===== src/pkg/gci_pkg.sv =====
// constants for the gci c/i and monitor channel controller
package gci_pkg;
    // register byte offsets
    localparam logic [7:0] OFF_CTRL = 8'h00;
    localparam logic [7:0] OFF_CIX = 8'h04;
    localparam logic [7:0] OFF_CIR = 8'h08;
    localparam logic [7:0] OFF_MOX = 8'h0C;
    localparam logic [7:0] OFF_MOR = 8'h10;
    localparam logic [7:0] OFF_STAT = 8'h14;
    localparam logic [7:0] OFF_ISR = 8'h18;
    localparam logic [7:0] OFF_ICLR = 8'h1C;
    localparam logic [7:0] OFF_IEN = 8'h20;
    // control register bits
    localparam int CB_MRC = 0;
    localparam int CB_MXC = 1;
    localparam int CB_MIE = 2;
    localparam int CB_MST = 3;
    // status register bit
    localparam int SB_MAC = 0;
    // interrupt bits
    localparam int IB_CIC = 0;
    localparam int IB_MDR = 1;
    localparam int IB_MER = 2;
    localparam int IB_MDA = 3;
    localparam int IB_MAB = 4;
    localparam int INT_W = 5;
    // link timing
    localparam int FRAME_HZ = 8000;
    localparam int DCLK_HZ = 1536000;
    localparam int EDGES_PER_FRAME = DCLK_HZ / FRAME_HZ;
    localparam logic [7:0] EDGE_LAST = 8'(EDGES_PER_FRAME - 1);
    // octet slots of monitor and c/i per timeslot group
    localparam logic [3:0] OCT_MON0 = 4'h2;
    localparam logic [3:0] OCT_CI0 = 4'h3;
    localparam logic [3:0] OCT_MON1 = 4'h6;
    localparam logic [3:0] OCT_CI1 = 4'h7;
    // values after reset
    localparam logic [3:0] CTRL_RST = 4'h0;
    localparam logic [3:0] CODE_RST = 4'hF;
    localparam logic [7:0] BYTE_RST = 8'hFF;
    localparam logic [4:0] IEN_RST = 5'h00;
    // axi responses
    localparam logic [1:0] RESP_OKAY = 2'h0;
    localparam logic [1:0] RESP_SLVERR = 2'h2;
endpackage : gci_pkg


===== src/rtl/gci_ci_monitor_channel.sv =====
// gci c/i and monitor channel controller, channel 0 or 1 chosen by MST, with axi4-lite registers
`timescale 1ns/1ps
`default_nettype none
module gci_ci_monitor_channel (
    input wire logic sys_clk,
    input wire logic rstn,
    input wire logic [7:0] s_axi_awaddr,
    input wire logic s_axi_awvalid,
    output logic s_axi_awready,
    input wire logic [31:0] s_axi_wdata,
    input wire logic [3:0] s_axi_wstrb,
    input wire logic s_axi_wvalid,
    output logic s_axi_wready,
    output logic [1:0] s_axi_bresp,
    output logic s_axi_bvalid,
    input wire logic s_axi_bready,
    input wire logic [7:0] s_axi_araddr,
    input wire logic s_axi_arvalid,
    output logic s_axi_arready,
    output logic [31:0] s_axi_rdata,
    output logic [1:0] s_axi_rresp,
    output logic s_axi_rvalid,
    input wire logic s_axi_rready,
    input wire logic data_clock,
    input wire logic frame_sync,
    input wire logic data_downstream,
    output logic data_upstream,
    output logic irq
);
    // byte sent in a given octet of the frame
    function automatic logic [7:0] f_tx(input logic [3:0] oct, input logic mst,
        input logic [7:0] monitor_tx_data, input logic [3:0] code_transmit_reg, input logic mr, input logic mx);
        logic [3:0] om;
        logic [3:0] oc;
        om = mst ? gci_pkg::OCT_MON1 : gci_pkg::OCT_MON0;
        oc = mst ? gci_pkg::OCT_CI1 : gci_pkg::OCT_CI0;
        if (oct == om) begin
            f_tx = monitor_tx_data;
        end else if (oct == oc) begin
            f_tx = {2'h3, code_transmit_reg, mr, mx};
        end else begin
            f_tx = gci_pkg::BYTE_RST;
        end
    endfunction : f_tx

    // word aligned register hit
    function automatic logic f_hit(input logic [7:0] a, input logic [7:0] off);
        f_hit = ({a[7:2], 2'h0} == off);
    endfunction : f_hit

    // reset release through two flops
    logic [1:0] rst_sq;
    logic rst_n;
    always_ff @(posedge sys_clk or negedge rstn) begin
        if (!rstn) begin
            rst_sq <= 2'h0;
        end else begin
            rst_sq <= {rst_sq[0], 1'h1};
        end
    end
    assign rst_n = rst_sq[1];

    // link pins pass two flops; edge logic only sees the second
    logic [1:0] dc_sq;
    logic [1:0] fs_sq;
    logic [1:0] dd_sq;
    logic dc_prev_q;
    always_ff @(posedge sys_clk or negedge rst_n) begin
        if (!rst_n) begin
            dc_sq <= 2'h0;
            fs_sq <= 2'h0;
            dd_sq <= 2'h3;
            dc_prev_q <= 1'h0;
        end else begin
            dc_sq <= {dc_sq[0], data_clock};
            fs_sq <= {fs_sq[0], frame_sync};
            dd_sq <= {dd_sq[0], data_downstream};
            dc_prev_q <= dc_sq[1];
        end
    end

    logic dc_rise;
    logic fs_prev_q;
    logic [7:0] edge_q;
    logic [7:0] edge_nx;
    logic [3:0] oct_nx;
    logic [2:0] bit_nx;
    assign dc_rise = dc_sq[1] & ~dc_prev_q;
    // two clock edges per bit, 192 per frame, restarted by frame sync
    always_comb begin
        if (fs_sq[1] && !fs_prev_q) begin
            edge_nx = 8'h00;
        end else if (edge_q != gci_pkg::EDGE_LAST) begin
            edge_nx = edge_q + 8'h01;
        end else begin
            edge_nx = edge_q;
        end
    end
    assign oct_nx = edge_nx[7:4];
    assign bit_nx = edge_nx[3:1];

    // control and data registers
    logic [3:0] ctrl_q;
    logic [3:0] cix_q;
    logic [7:0] mox_q;
    logic rx_handshake_ctl;
    logic tx_handshake_ctl;
    logic mie;
    logic mst;
    assign rx_handshake_ctl = ctrl_q[gci_pkg::CB_MRC];
    assign tx_handshake_ctl = ctrl_q[gci_pkg::CB_MXC];
    assign mie = ctrl_q[gci_pkg::CB_MIE];
    assign mst = ctrl_q[gci_pkg::CB_MST];

    logic mr_q;
    logic mx_q;
    logic [7:0] rx_sh_q;
    logic [7:0] mon_q;
    logic [7:0] ci_q;
    logic frm_q;
    logic [7:0] rx_byte;
    logic [7:0] tx_byte;
    assign rx_byte = {rx_sh_q[6:0], dd_sq[1]};
    assign tx_byte = f_tx(oct_nx, mst, mox_q, cix_q, mr_q, mx_q);

    // bit engine: drive on the first clock of a bit, sample on the second
    always_ff @(posedge sys_clk or negedge rst_n) begin
        if (!rst_n) begin
            fs_prev_q <= 1'h0;
            edge_q <= gci_pkg::EDGE_LAST;
            rx_sh_q <= gci_pkg::BYTE_RST;
            mon_q <= gci_pkg::BYTE_RST;
            ci_q <= gci_pkg::BYTE_RST;
            frm_q <= 1'h0;
            data_upstream <= 1'h1;
        end else begin
            frm_q <= 1'h0;
            if (dc_rise) begin
                fs_prev_q <= fs_sq[1];
                edge_q <= edge_nx;
                if (!edge_nx[0]) begin
                    data_upstream <= tx_byte[~bit_nx];
                end else begin
                    rx_sh_q <= rx_byte;
                    if (bit_nx == 3'h7 && oct_nx == (mst ? gci_pkg::OCT_MON1 : gci_pkg::OCT_MON0)) begin
                        mon_q <= rx_byte;
                    end
                    if (bit_nx == 3'h7 && oct_nx == (mst ? gci_pkg::OCT_CI1 : gci_pkg::OCT_CI0)) begin
                        ci_q <= rx_byte;
                        frm_q <= 1'h1;
                    end
                end
            end
        end
    end

    // fields of the received c/i octet
    logic [3:0] ci_in;
    logic mr_in;
    logic mx_in;
    assign ci_in = ci_q[5:2];
    assign mr_in = ci_q[1];
    assign mx_in = ci_q[0];

    // double last look on the incoming code
    logic [3:0] cand_q;
    logic [3:0] cir_q;
    logic cic_ev;
    assign cic_ev = frm_q && ci_in == cand_q && ci_in != cir_q;
    always_ff @(posedge sys_clk or negedge rst_n) begin
        if (!rst_n) begin
            cand_q <= gci_pkg::CODE_RST;
            cir_q <= gci_pkg::CODE_RST;
        end else if (frm_q) begin
            cand_q <= ci_in;
            if (cic_ev) begin
                cir_q <= ci_in;
            end
        end
    end

    // monitor receiver
    logic mx_prev_q;
    logic mr_prev_q;
    logic rx_act_q;
    logic rx_pend_q;
    logic rx_read_q;
    logic mr_pul_q;
    logic [7:0] mor_q;
    logic rd_mor;
    logic rx_ev;
    logic ack_ev;
    logic mer_ev;
    // later bytes only stored once software has enabled the handshake
    assign rx_ev = frm_q && !mx_in && mx_prev_q && (!rx_act_q || rx_handshake_ctl);
    assign ack_ev = frm_q && rx_handshake_ctl && rx_pend_q && rx_read_q;
    assign mer_ev = frm_q && rx_act_q && mx_in && mx_prev_q;
    always_ff @(posedge sys_clk or negedge rst_n) begin
        if (!rst_n) begin
            mx_prev_q <= 1'h1;
            mr_prev_q <= 1'h1;
            rx_act_q <= 1'h0;
            rx_pend_q <= 1'h0;
            mor_q <= gci_pkg::BYTE_RST;
        end else if (frm_q) begin
            mx_prev_q <= mx_in;
            mr_prev_q <= mr_in;
            if (rx_ev) begin
                mor_q <= mon_q;
                rx_pend_q <= 1'h1;
                rx_act_q <= 1'h1;
            end else if (mer_ev) begin
                rx_act_q <= 1'h0;
                rx_pend_q <= 1'h0;
            end else if (ack_ev) begin
                rx_pend_q <= 1'h0;
            end
        end
    end

    // remembers that software fetched the stored byte
    always_ff @(posedge sys_clk or negedge rst_n) begin
        if (!rst_n) begin
            rx_read_q <= 1'h0;
        end else if (rx_ev) begin
            rx_read_q <= 1'h0;
        end else if (rd_mor) begin
            rx_read_q <= 1'h1;
        end
    end

    // MR: first ack drops it, later acks pulse it high for one frame
    always_ff @(posedge sys_clk or negedge rst_n) begin
        if (!rst_n) begin
            mr_q <= 1'h1;
            mr_pul_q <= 1'h0;
        end else if (frm_q) begin
            if (!rx_handshake_ctl) begin
                mr_q <= 1'h1;
                mr_pul_q <= 1'h0;
            end else if (ack_ev) begin
                mr_q <= ~mr_q;
                mr_pul_q <= ~mr_q;
            end else if (mr_pul_q) begin
                mr_q <= 1'h0;
                mr_pul_q <= 1'h0;
            end
        end
    end

    // monitor transmitter
    logic tx_new_q;
    logic tx_wait_q;
    logic tx_acked_q;
    logic mx_pul_q;
    logic mac_q;
    logic mda_ev;
    logic mab_ev;
    logic go_new;
    logic sent;
    logic wr_mox;
    logic wr_ctrl;
    logic [31:0] wd_q;
    assign mda_ev = frm_q && tx_wait_q && !mr_in && mr_prev_q;
    assign mab_ev = frm_q && tx_handshake_ctl && tx_acked_q && mr_in && mr_prev_q;
    assign go_new = frm_q && tx_handshake_ctl && !mx_pul_q && !mda_ev && !mab_ev && tx_new_q && !tx_wait_q;
    assign sent = (frm_q && tx_handshake_ctl && mx_pul_q) || (go_new && mx_q);
    always_ff @(posedge sys_clk or negedge rst_n) begin
        if (!rst_n) begin
            mx_q <= 1'h1;
            mx_pul_q <= 1'h0;
            tx_wait_q <= 1'h0;
            tx_acked_q <= 1'h0;
        end else if (frm_q) begin
            if (!tx_handshake_ctl) begin
                mx_q <= 1'h1;
                mx_pul_q <= 1'h0;
                tx_wait_q <= 1'h0;
                tx_acked_q <= 1'h0;
            end else if (mx_pul_q) begin
                mx_q <= 1'h0;
                mx_pul_q <= 1'h0;
                tx_wait_q <= 1'h1;
            end else if (mda_ev) begin
                tx_wait_q <= 1'h0;
                tx_acked_q <= 1'h1;
            end else if (mab_ev) begin
                tx_wait_q <= 1'h0;
                tx_acked_q <= 1'h0;
            end else if (go_new) begin
                // first byte goes active at once, later bytes idle one frame first
                mx_q <= ~mx_q;
                mx_pul_q <= ~mx_q;
                tx_wait_q <= mx_q;
            end
        end
    end

    // byte pending flag; a fresh write wins over the send
    always_ff @(posedge sys_clk or negedge rst_n) begin
        if (!rst_n) begin
            tx_new_q <= 1'h0;
        end else if (wr_mox) begin
            tx_new_q <= 1'h1;
        end else if (sent) begin
            tx_new_q <= 1'h0;
        end
    end

    // tx active: set by enabling MX, cleared when MR idles after MX off
    always_ff @(posedge sys_clk or negedge rst_n) begin
        if (!rst_n) begin
            mac_q <= 1'h0;
        end else if (wr_ctrl && wd_q[gci_pkg::CB_MXC]) begin
            mac_q <= 1'h1;
        end else if (mab_ev || (frm_q && !tx_handshake_ctl && mr_in && mr_prev_q)) begin
            mac_q <= 1'h0;
        end
    end

    // axi4-lite write path
    logic [7:0] awa_q;
    logic do_wr;
    logic [4:0] isr_q;
    logic [4:0] ien_q;
    logic [4:0] ev;
    logic [4:0] clr;
    assign do_wr = !s_axi_awready && !s_axi_wready && !s_axi_bvalid;
    assign wr_ctrl = do_wr && s_axi_wstrb[0] && f_hit(awa_q, gci_pkg::OFF_CTRL);
    assign wr_mox = do_wr && s_axi_wstrb[0] && f_hit(awa_q, gci_pkg::OFF_MOX);
    assign clr = (do_wr && s_axi_wstrb[0] && f_hit(awa_q, gci_pkg::OFF_ICLR)) ? wd_q[4:0] : 5'h00;
    always_ff @(posedge sys_clk or negedge rst_n) begin
        if (!rst_n) begin
            s_axi_awready <= 1'h1;
            s_axi_wready <= 1'h1;
            s_axi_bvalid <= 1'h0;
            s_axi_bresp <= gci_pkg::RESP_OKAY;
            awa_q <= 8'h00;
            wd_q <= 32'h0;
        end else begin
            if (s_axi_awvalid && s_axi_awready) begin
                awa_q <= s_axi_awaddr;
                s_axi_awready <= 1'h0;
            end
            if (s_axi_wvalid && s_axi_wready) begin
                wd_q <= s_axi_wdata;
                s_axi_wready <= 1'h0;
            end
            if (do_wr) begin
                s_axi_bvalid <= 1'h1;
                s_axi_bresp <= (awa_q <= gci_pkg::OFF_IEN) ? gci_pkg::RESP_OKAY
                    : gci_pkg::RESP_SLVERR;
            end
            if (s_axi_bvalid && s_axi_bready) begin
                s_axi_bvalid <= 1'h0;
                s_axi_awready <= 1'h1;
                s_axi_wready <= 1'h1;
            end
        end
    end

    // writable registers
    always_ff @(posedge sys_clk or negedge rst_n) begin
        if (!rst_n) begin
            ctrl_q <= gci_pkg::CTRL_RST;
            cix_q <= gci_pkg::CODE_RST;
            mox_q <= gci_pkg::BYTE_RST;
            ien_q <= gci_pkg::IEN_RST;
        end else if (do_wr && s_axi_wstrb[0]) begin
            if (f_hit(awa_q, gci_pkg::OFF_CTRL)) begin
                ctrl_q <= wd_q[3:0];
            end else if (f_hit(awa_q, gci_pkg::OFF_CIX)) begin
                cix_q <= wd_q[3:0];
            end else if (f_hit(awa_q, gci_pkg::OFF_MOX)) begin
                mox_q <= wd_q[7:0];
            end else if (f_hit(awa_q, gci_pkg::OFF_IEN)) begin
                ien_q <= wd_q[4:0];
            end
        end
    end

    // sticky status, set beats clear; acked/end/abort need monitor enable
    assign ev = {mab_ev && mie, mda_ev && mie, mer_ev && mie, rx_ev, cic_ev};
    always_ff @(posedge sys_clk or negedge rst_n) begin
        if (!rst_n) begin
            isr_q <= 5'h00;
            irq <= 1'h0;
        end else begin
            isr_q <= (isr_q & ~clr) | ev;
            irq <= |(isr_q & ien_q);
        end
    end

    // axi4-lite read path; reading the monitor data arms the ack
    logic [31:0] rd_val;
    logic rd_ok;
    always_comb begin
        rd_ok = 1'h1;
        rd_val = 32'h0;
        if (f_hit(s_axi_araddr, gci_pkg::OFF_CTRL)) begin
            rd_val[3:0] = ctrl_q;
        end else if (f_hit(s_axi_araddr, gci_pkg::OFF_CIX)) begin
            rd_val[3:0] = cix_q;
        end else if (f_hit(s_axi_araddr, gci_pkg::OFF_CIR)) begin
            rd_val[3:0] = cir_q;
        end else if (f_hit(s_axi_araddr, gci_pkg::OFF_MOX)) begin
            rd_val[7:0] = mox_q;
        end else if (f_hit(s_axi_araddr, gci_pkg::OFF_MOR)) begin
            rd_val[7:0] = mor_q;
        end else if (f_hit(s_axi_araddr, gci_pkg::OFF_STAT)) begin
            rd_val[gci_pkg::SB_MAC] = mac_q;
        end else if (f_hit(s_axi_araddr, gci_pkg::OFF_ISR)) begin
            rd_val[4:0] = isr_q;
        end else if (f_hit(s_axi_araddr, gci_pkg::OFF_IEN)) begin
            rd_val[4:0] = ien_q;
        end else if (!f_hit(s_axi_araddr, gci_pkg::OFF_ICLR)) begin
            rd_ok = 1'h0;
        end
    end
    assign rd_mor = s_axi_arvalid && s_axi_arready && f_hit(s_axi_araddr, gci_pkg::OFF_MOR);
    always_ff @(posedge sys_clk or negedge rst_n) begin
        if (!rst_n) begin
            s_axi_arready <= 1'h1;
            s_axi_rvalid <= 1'h0;
            s_axi_rdata <= 32'h0;
            s_axi_rresp <= gci_pkg::RESP_OKAY;
        end else if (s_axi_arvalid && s_axi_arready) begin
            s_axi_arready <= 1'h0;
            s_axi_rvalid <= 1'h1;
            s_axi_rdata <= rd_val;
            s_axi_rresp <= rd_ok ? gci_pkg::RESP_OKAY : gci_pkg::RESP_SLVERR;
        end else if (s_axi_rvalid && s_axi_rready) begin
            s_axi_rvalid <= 1'h0;
            s_axi_arready <= 1'h1;
        end
    end
endmodule : gci_ci_monitor_channel
`default_nettype wire


===== config.mk =====
export PLATFORM = sky130hd
export DESIGN_NAME = gci_ci_monitor_channel
export DESIGN_NICKNAME = d
export VERILOG_FILES = /design/src/pkg/gci_pkg.sv /design/src/rtl/gci_ci_monitor_channel.sv
export SDC_FILE = /design/constraint.sdc
export NUM_CORES = 1
export LEC_CHECK = 0
export BUFFER_PORTS_ARGS = -buffer_cell sky130_fd_sc_hd__buf_2
export CAP_MARGIN = 20
export CORE_UTILIZATION = 56
export DETAILED_ROUTE_END_ITERATION = 8
export GPL_ROUTABILITY_DRIVEN = 1
export GPL_TIMING_DRIVEN = 0
export PLACE_DENSITY = 0.8
export SETUP_SLACK_MARGIN = 0.3
export SLEW_MARGIN = 30
export SYNTH_ARGS = -nofsm -noshare
export SYNTH_HDL_FRONTEND = slang
export SYNTH_SLANG_ARGS = --single-unit

===== constraint.sdc =====
create_clock -name sys_clk -period 4.1 [get_ports sys_clk]
set_input_delay 0.615 -clock sys_clk [delete_from_list [all_inputs] [get_ports sys_clk]]
set_output_delay 0.615 -clock sys_clk [all_outputs]
set_load 0.02 [all_outputs]

==> metrics.csv <==
stage;metric;value;unit
synthesis;synth_common_cells;dfstp_2, nand2_1, dfrtp_1;
synthesis;syn_inst;522;
clocking;holdBufCountCts;1;
cells_and_area;final_cells;767;
synthesis;yosysSeqAreaShare;0.537;
routing;viasPerCell;5.70;
run_status;status;complete, no violations;
synthesis;ys_ff_latch;128;
cells_and_area;syn_to_final_growth;19.6;%
routing;wl;13.1;mm
die;die_w;107;um
critical_path;r2r-start;edge_q[0]$_DFFE_PN1P_;
worst_hold_path;holdPathEnd;dd_sq[0]$_DFF_PN1_;
critical_path;r2r_end;data_upstream$_DFFE_PN1P_;
worst_hold_path;hp-start;data_downstream;
timing;rsz0062_at_grt;no;
global_route;grt_pass1_vias;4358;
clocking;cts_setup_buffers;0;
die;rows;37;
routing;post-route-drc-count;0;
synthesis;yosys_warnings;0;
cells_and_area;drive_gt1_frac;0.420;
placement;port_buffers;49;
timing;final-hold-violation-count;0;
routing;drt_first_pass_iters;5;
clocking;htree_levels;4;
synthesis;netlist_top_cells_area;dfstp_2, dfrtp_1, mux2_2;
placement;dp.cells;734;
clocking;insertion_delay;520;ps
critical_path;crit_arrival;3200;ps
clocking;cts_tree;built;
global_route;antenna_found_initial;0;
routing;first_iter_violations;259;
die;initial_utilization;0.585;
timing;slew_violations;0;
power;irDropWorstVdd;0.351;mV
critical_path;rr_worst_depth;8;
routing;drtAntennaViolNets;0;
power;p_per_area;558;nW/um2
critical_path;critPathKind;flop to flop;
timing;slew_headroom;0.485;
timing;timing.final.crit_share;0.677;
clocking;cts_buffer_depth;2;
timing;period_needed;2770;ps
die;die-area;11400;um2
critical_path;required;4520;ps
timing;fmax;360;MHz
worst_hold_path;min_path_cells;1;
synthesis;synthDistinctLibCells;71;
placement;place_hpwl;9.29;mm
routing;via_count;4371;
placement;gp_congestion;0.830;
critical_path;start_kind;flop;
critical_path;r2r_slack;1330;ps
clocking;cts_resized;0;
synthesis;synth_most_common_cell;dfstp_2;
die;core-area;10500;um2
routing;wire_per_inst;17.1;um
synthesis;synth_ff_type;dfstp_2;
synthesis;synth_edf_count;0;
worst_hold_path;hold_path.class;input pin to flop;
die;die_h;107;um
critical_path;cp-end-kind;flop;
timing;finClkSkew;7.12;ps
synthesis;syn_area;6120;um2
timing;hold_slack;199;ps
clocking;cts_sinks;128;
power;p_leak;0.00329;uW
synthesis;async_flop_share;1.00;
cells_and_area;nNetsFinal;681;
clocking;path_clk_slew;60;ps
clocking;cts_root_buffer;clkbuf_8;
global_route;grt_usage;0.256;
flow_run;max_cap_viol_count;0;
global_route;grt_max_degree;51;
cells_and_area;diodes;0;
global_route;grt_pass1_wl;22.0;mm
synthesis;synth_top_area_frac;0.283;
synthesis;synth_top_area_cell;dfstp_2;
synthesis;avgSynthCellArea;11.7;um2
clocking;numCtsBuffers;17;
die;boundaryPins;105;
critical_path;cp_max_fo;7;
global_route;gr-total-overflow;0;
timing;setup_viol;0;
timing;worstMarginPinSlew;766;ps
## stage by stage
stage / setup WS (ps) / TNS, ps / utilization / power, uW / cell area [um2]
floorplan: 385 / 0 / - / 2270 / 6220
global placement: -810 / -48050 / 0.634 / 2470 / 6630
detailed placement: 1430 / 0 / 0.639 / 2520 / 6690
CTS: 1370 / 0 / 0.700 / 4110 / 7320
global route: 1180 / 0 / 0.700 / 4280 / 7320
finish: 1330 / 0 / 0.700 / 4090 / 7320
## cell usage in the layout, fill, tap and decap left out, types with 7 or more instances in the layout
cell type / instances
dfrtp_1: 61
mux2_2: 60
dfstp_2: 66
o21ai_0: 39
nor2_1: 17
nand3_1: 8
clkbuf_1: 11
mux2_1: 8
clkbuf_16: 16
nand2_1: 65
buf_2: 53
buf_4: 26
a21o_1: 7
a22o_1: 7
inv_1: 11
conb_1: 27
a21oi_1: 11
## layer usage
layer / track usage / up-vias / share of wire
li1: - / 2027 / -
met1: 0.350 / 2150 / 0.44
met2: 0.403 / 168 / 0.48
met3: 0.0607 / 26 / 0.059
met4: 0.0851 / 0 / 0.019
met5: 0 / - / 0
## flip-flops by register name, summed over array words and instances (netlist names), 7 cells and up
name         flops
wd_q             8
mox_q            8
mon_q            8
mor_q            8
edge_q           8
awa_q            8
s_axi_rdata      8
rx_sh_q          7
## power breakdown
part           leakage (uW)  internal [uW]  total, uW  switching (uW)
clock network      0.000302           1040       1570             535
registers           0.00145           1590       1880             286
logic               0.00154            320        636             316
total               0.00329           2950       4090            1140
## layout make-up
type / instances / area [um2]
Clock buffer: 23 / 467
Fill cell: 746 / 3140
Clock inverter: 9 / 155
Multi-Input combinational cell: 368 / 2630
Sequential cell: 128 / 3290
Buffer: 40 / 268
Timing Repair Buffer: 52 / 303
Tap cell: 136 / 170
Inverter: 11 / 41.3
## how the worst max path moves through the flow
stage / start / endpoint / cells past startpoint
floorplan: rst_sq[1]$_DFF_PN0_ / awa_q[0]$_DFFE_PN0P_ / 0
global placement: rst_sq[1]$_DFF_PN0_ / edge_q[6]$_DFFE_PN0P_ / 0
detailed placement: edge_q[0]$_DFFE_PN1P_ / ci_q[0]$_DFFE_PN1P_ / 7
CTS: edge_q[0]$_DFFE_PN1P_ / data_upstream$_DFFE_PN1P_ / 8
global route: edge_q[0]$_DFFE_PN1P_ / data_upstream$_DFFE_PN1P_ / 8
finish: edge_q[0]$_DFFE_PN1P_ / data_upstream$_DFFE_PN1P_ / 8
## logic make-up after synthesis
| family | share of synthesized area |
|---|---|
| multiplexers | 0.150 |
| AND/OR/NAND/NOR | 0.125 |
| buffers and inverters | 0.0505 |
| adder cells (fa/ha/maj) | 0.00204 |
| other | 0.00123 |
| AO/OA/AOI/OAI | 0.120 |
| XOR/XNOR | 0.0143 |
| flip-flops | 0.537 |
## critical path, stage by stage, from the launching register on
cell and delay, ps:
dfstp_2 570, ha_1 260, nand2_1 140, nor3_4 210
mux2_2 430, a2111oi_0 600, nor2_1 140, a31oi_1 190
a41oi_1 150
Power figures use the tool's default switching activity.
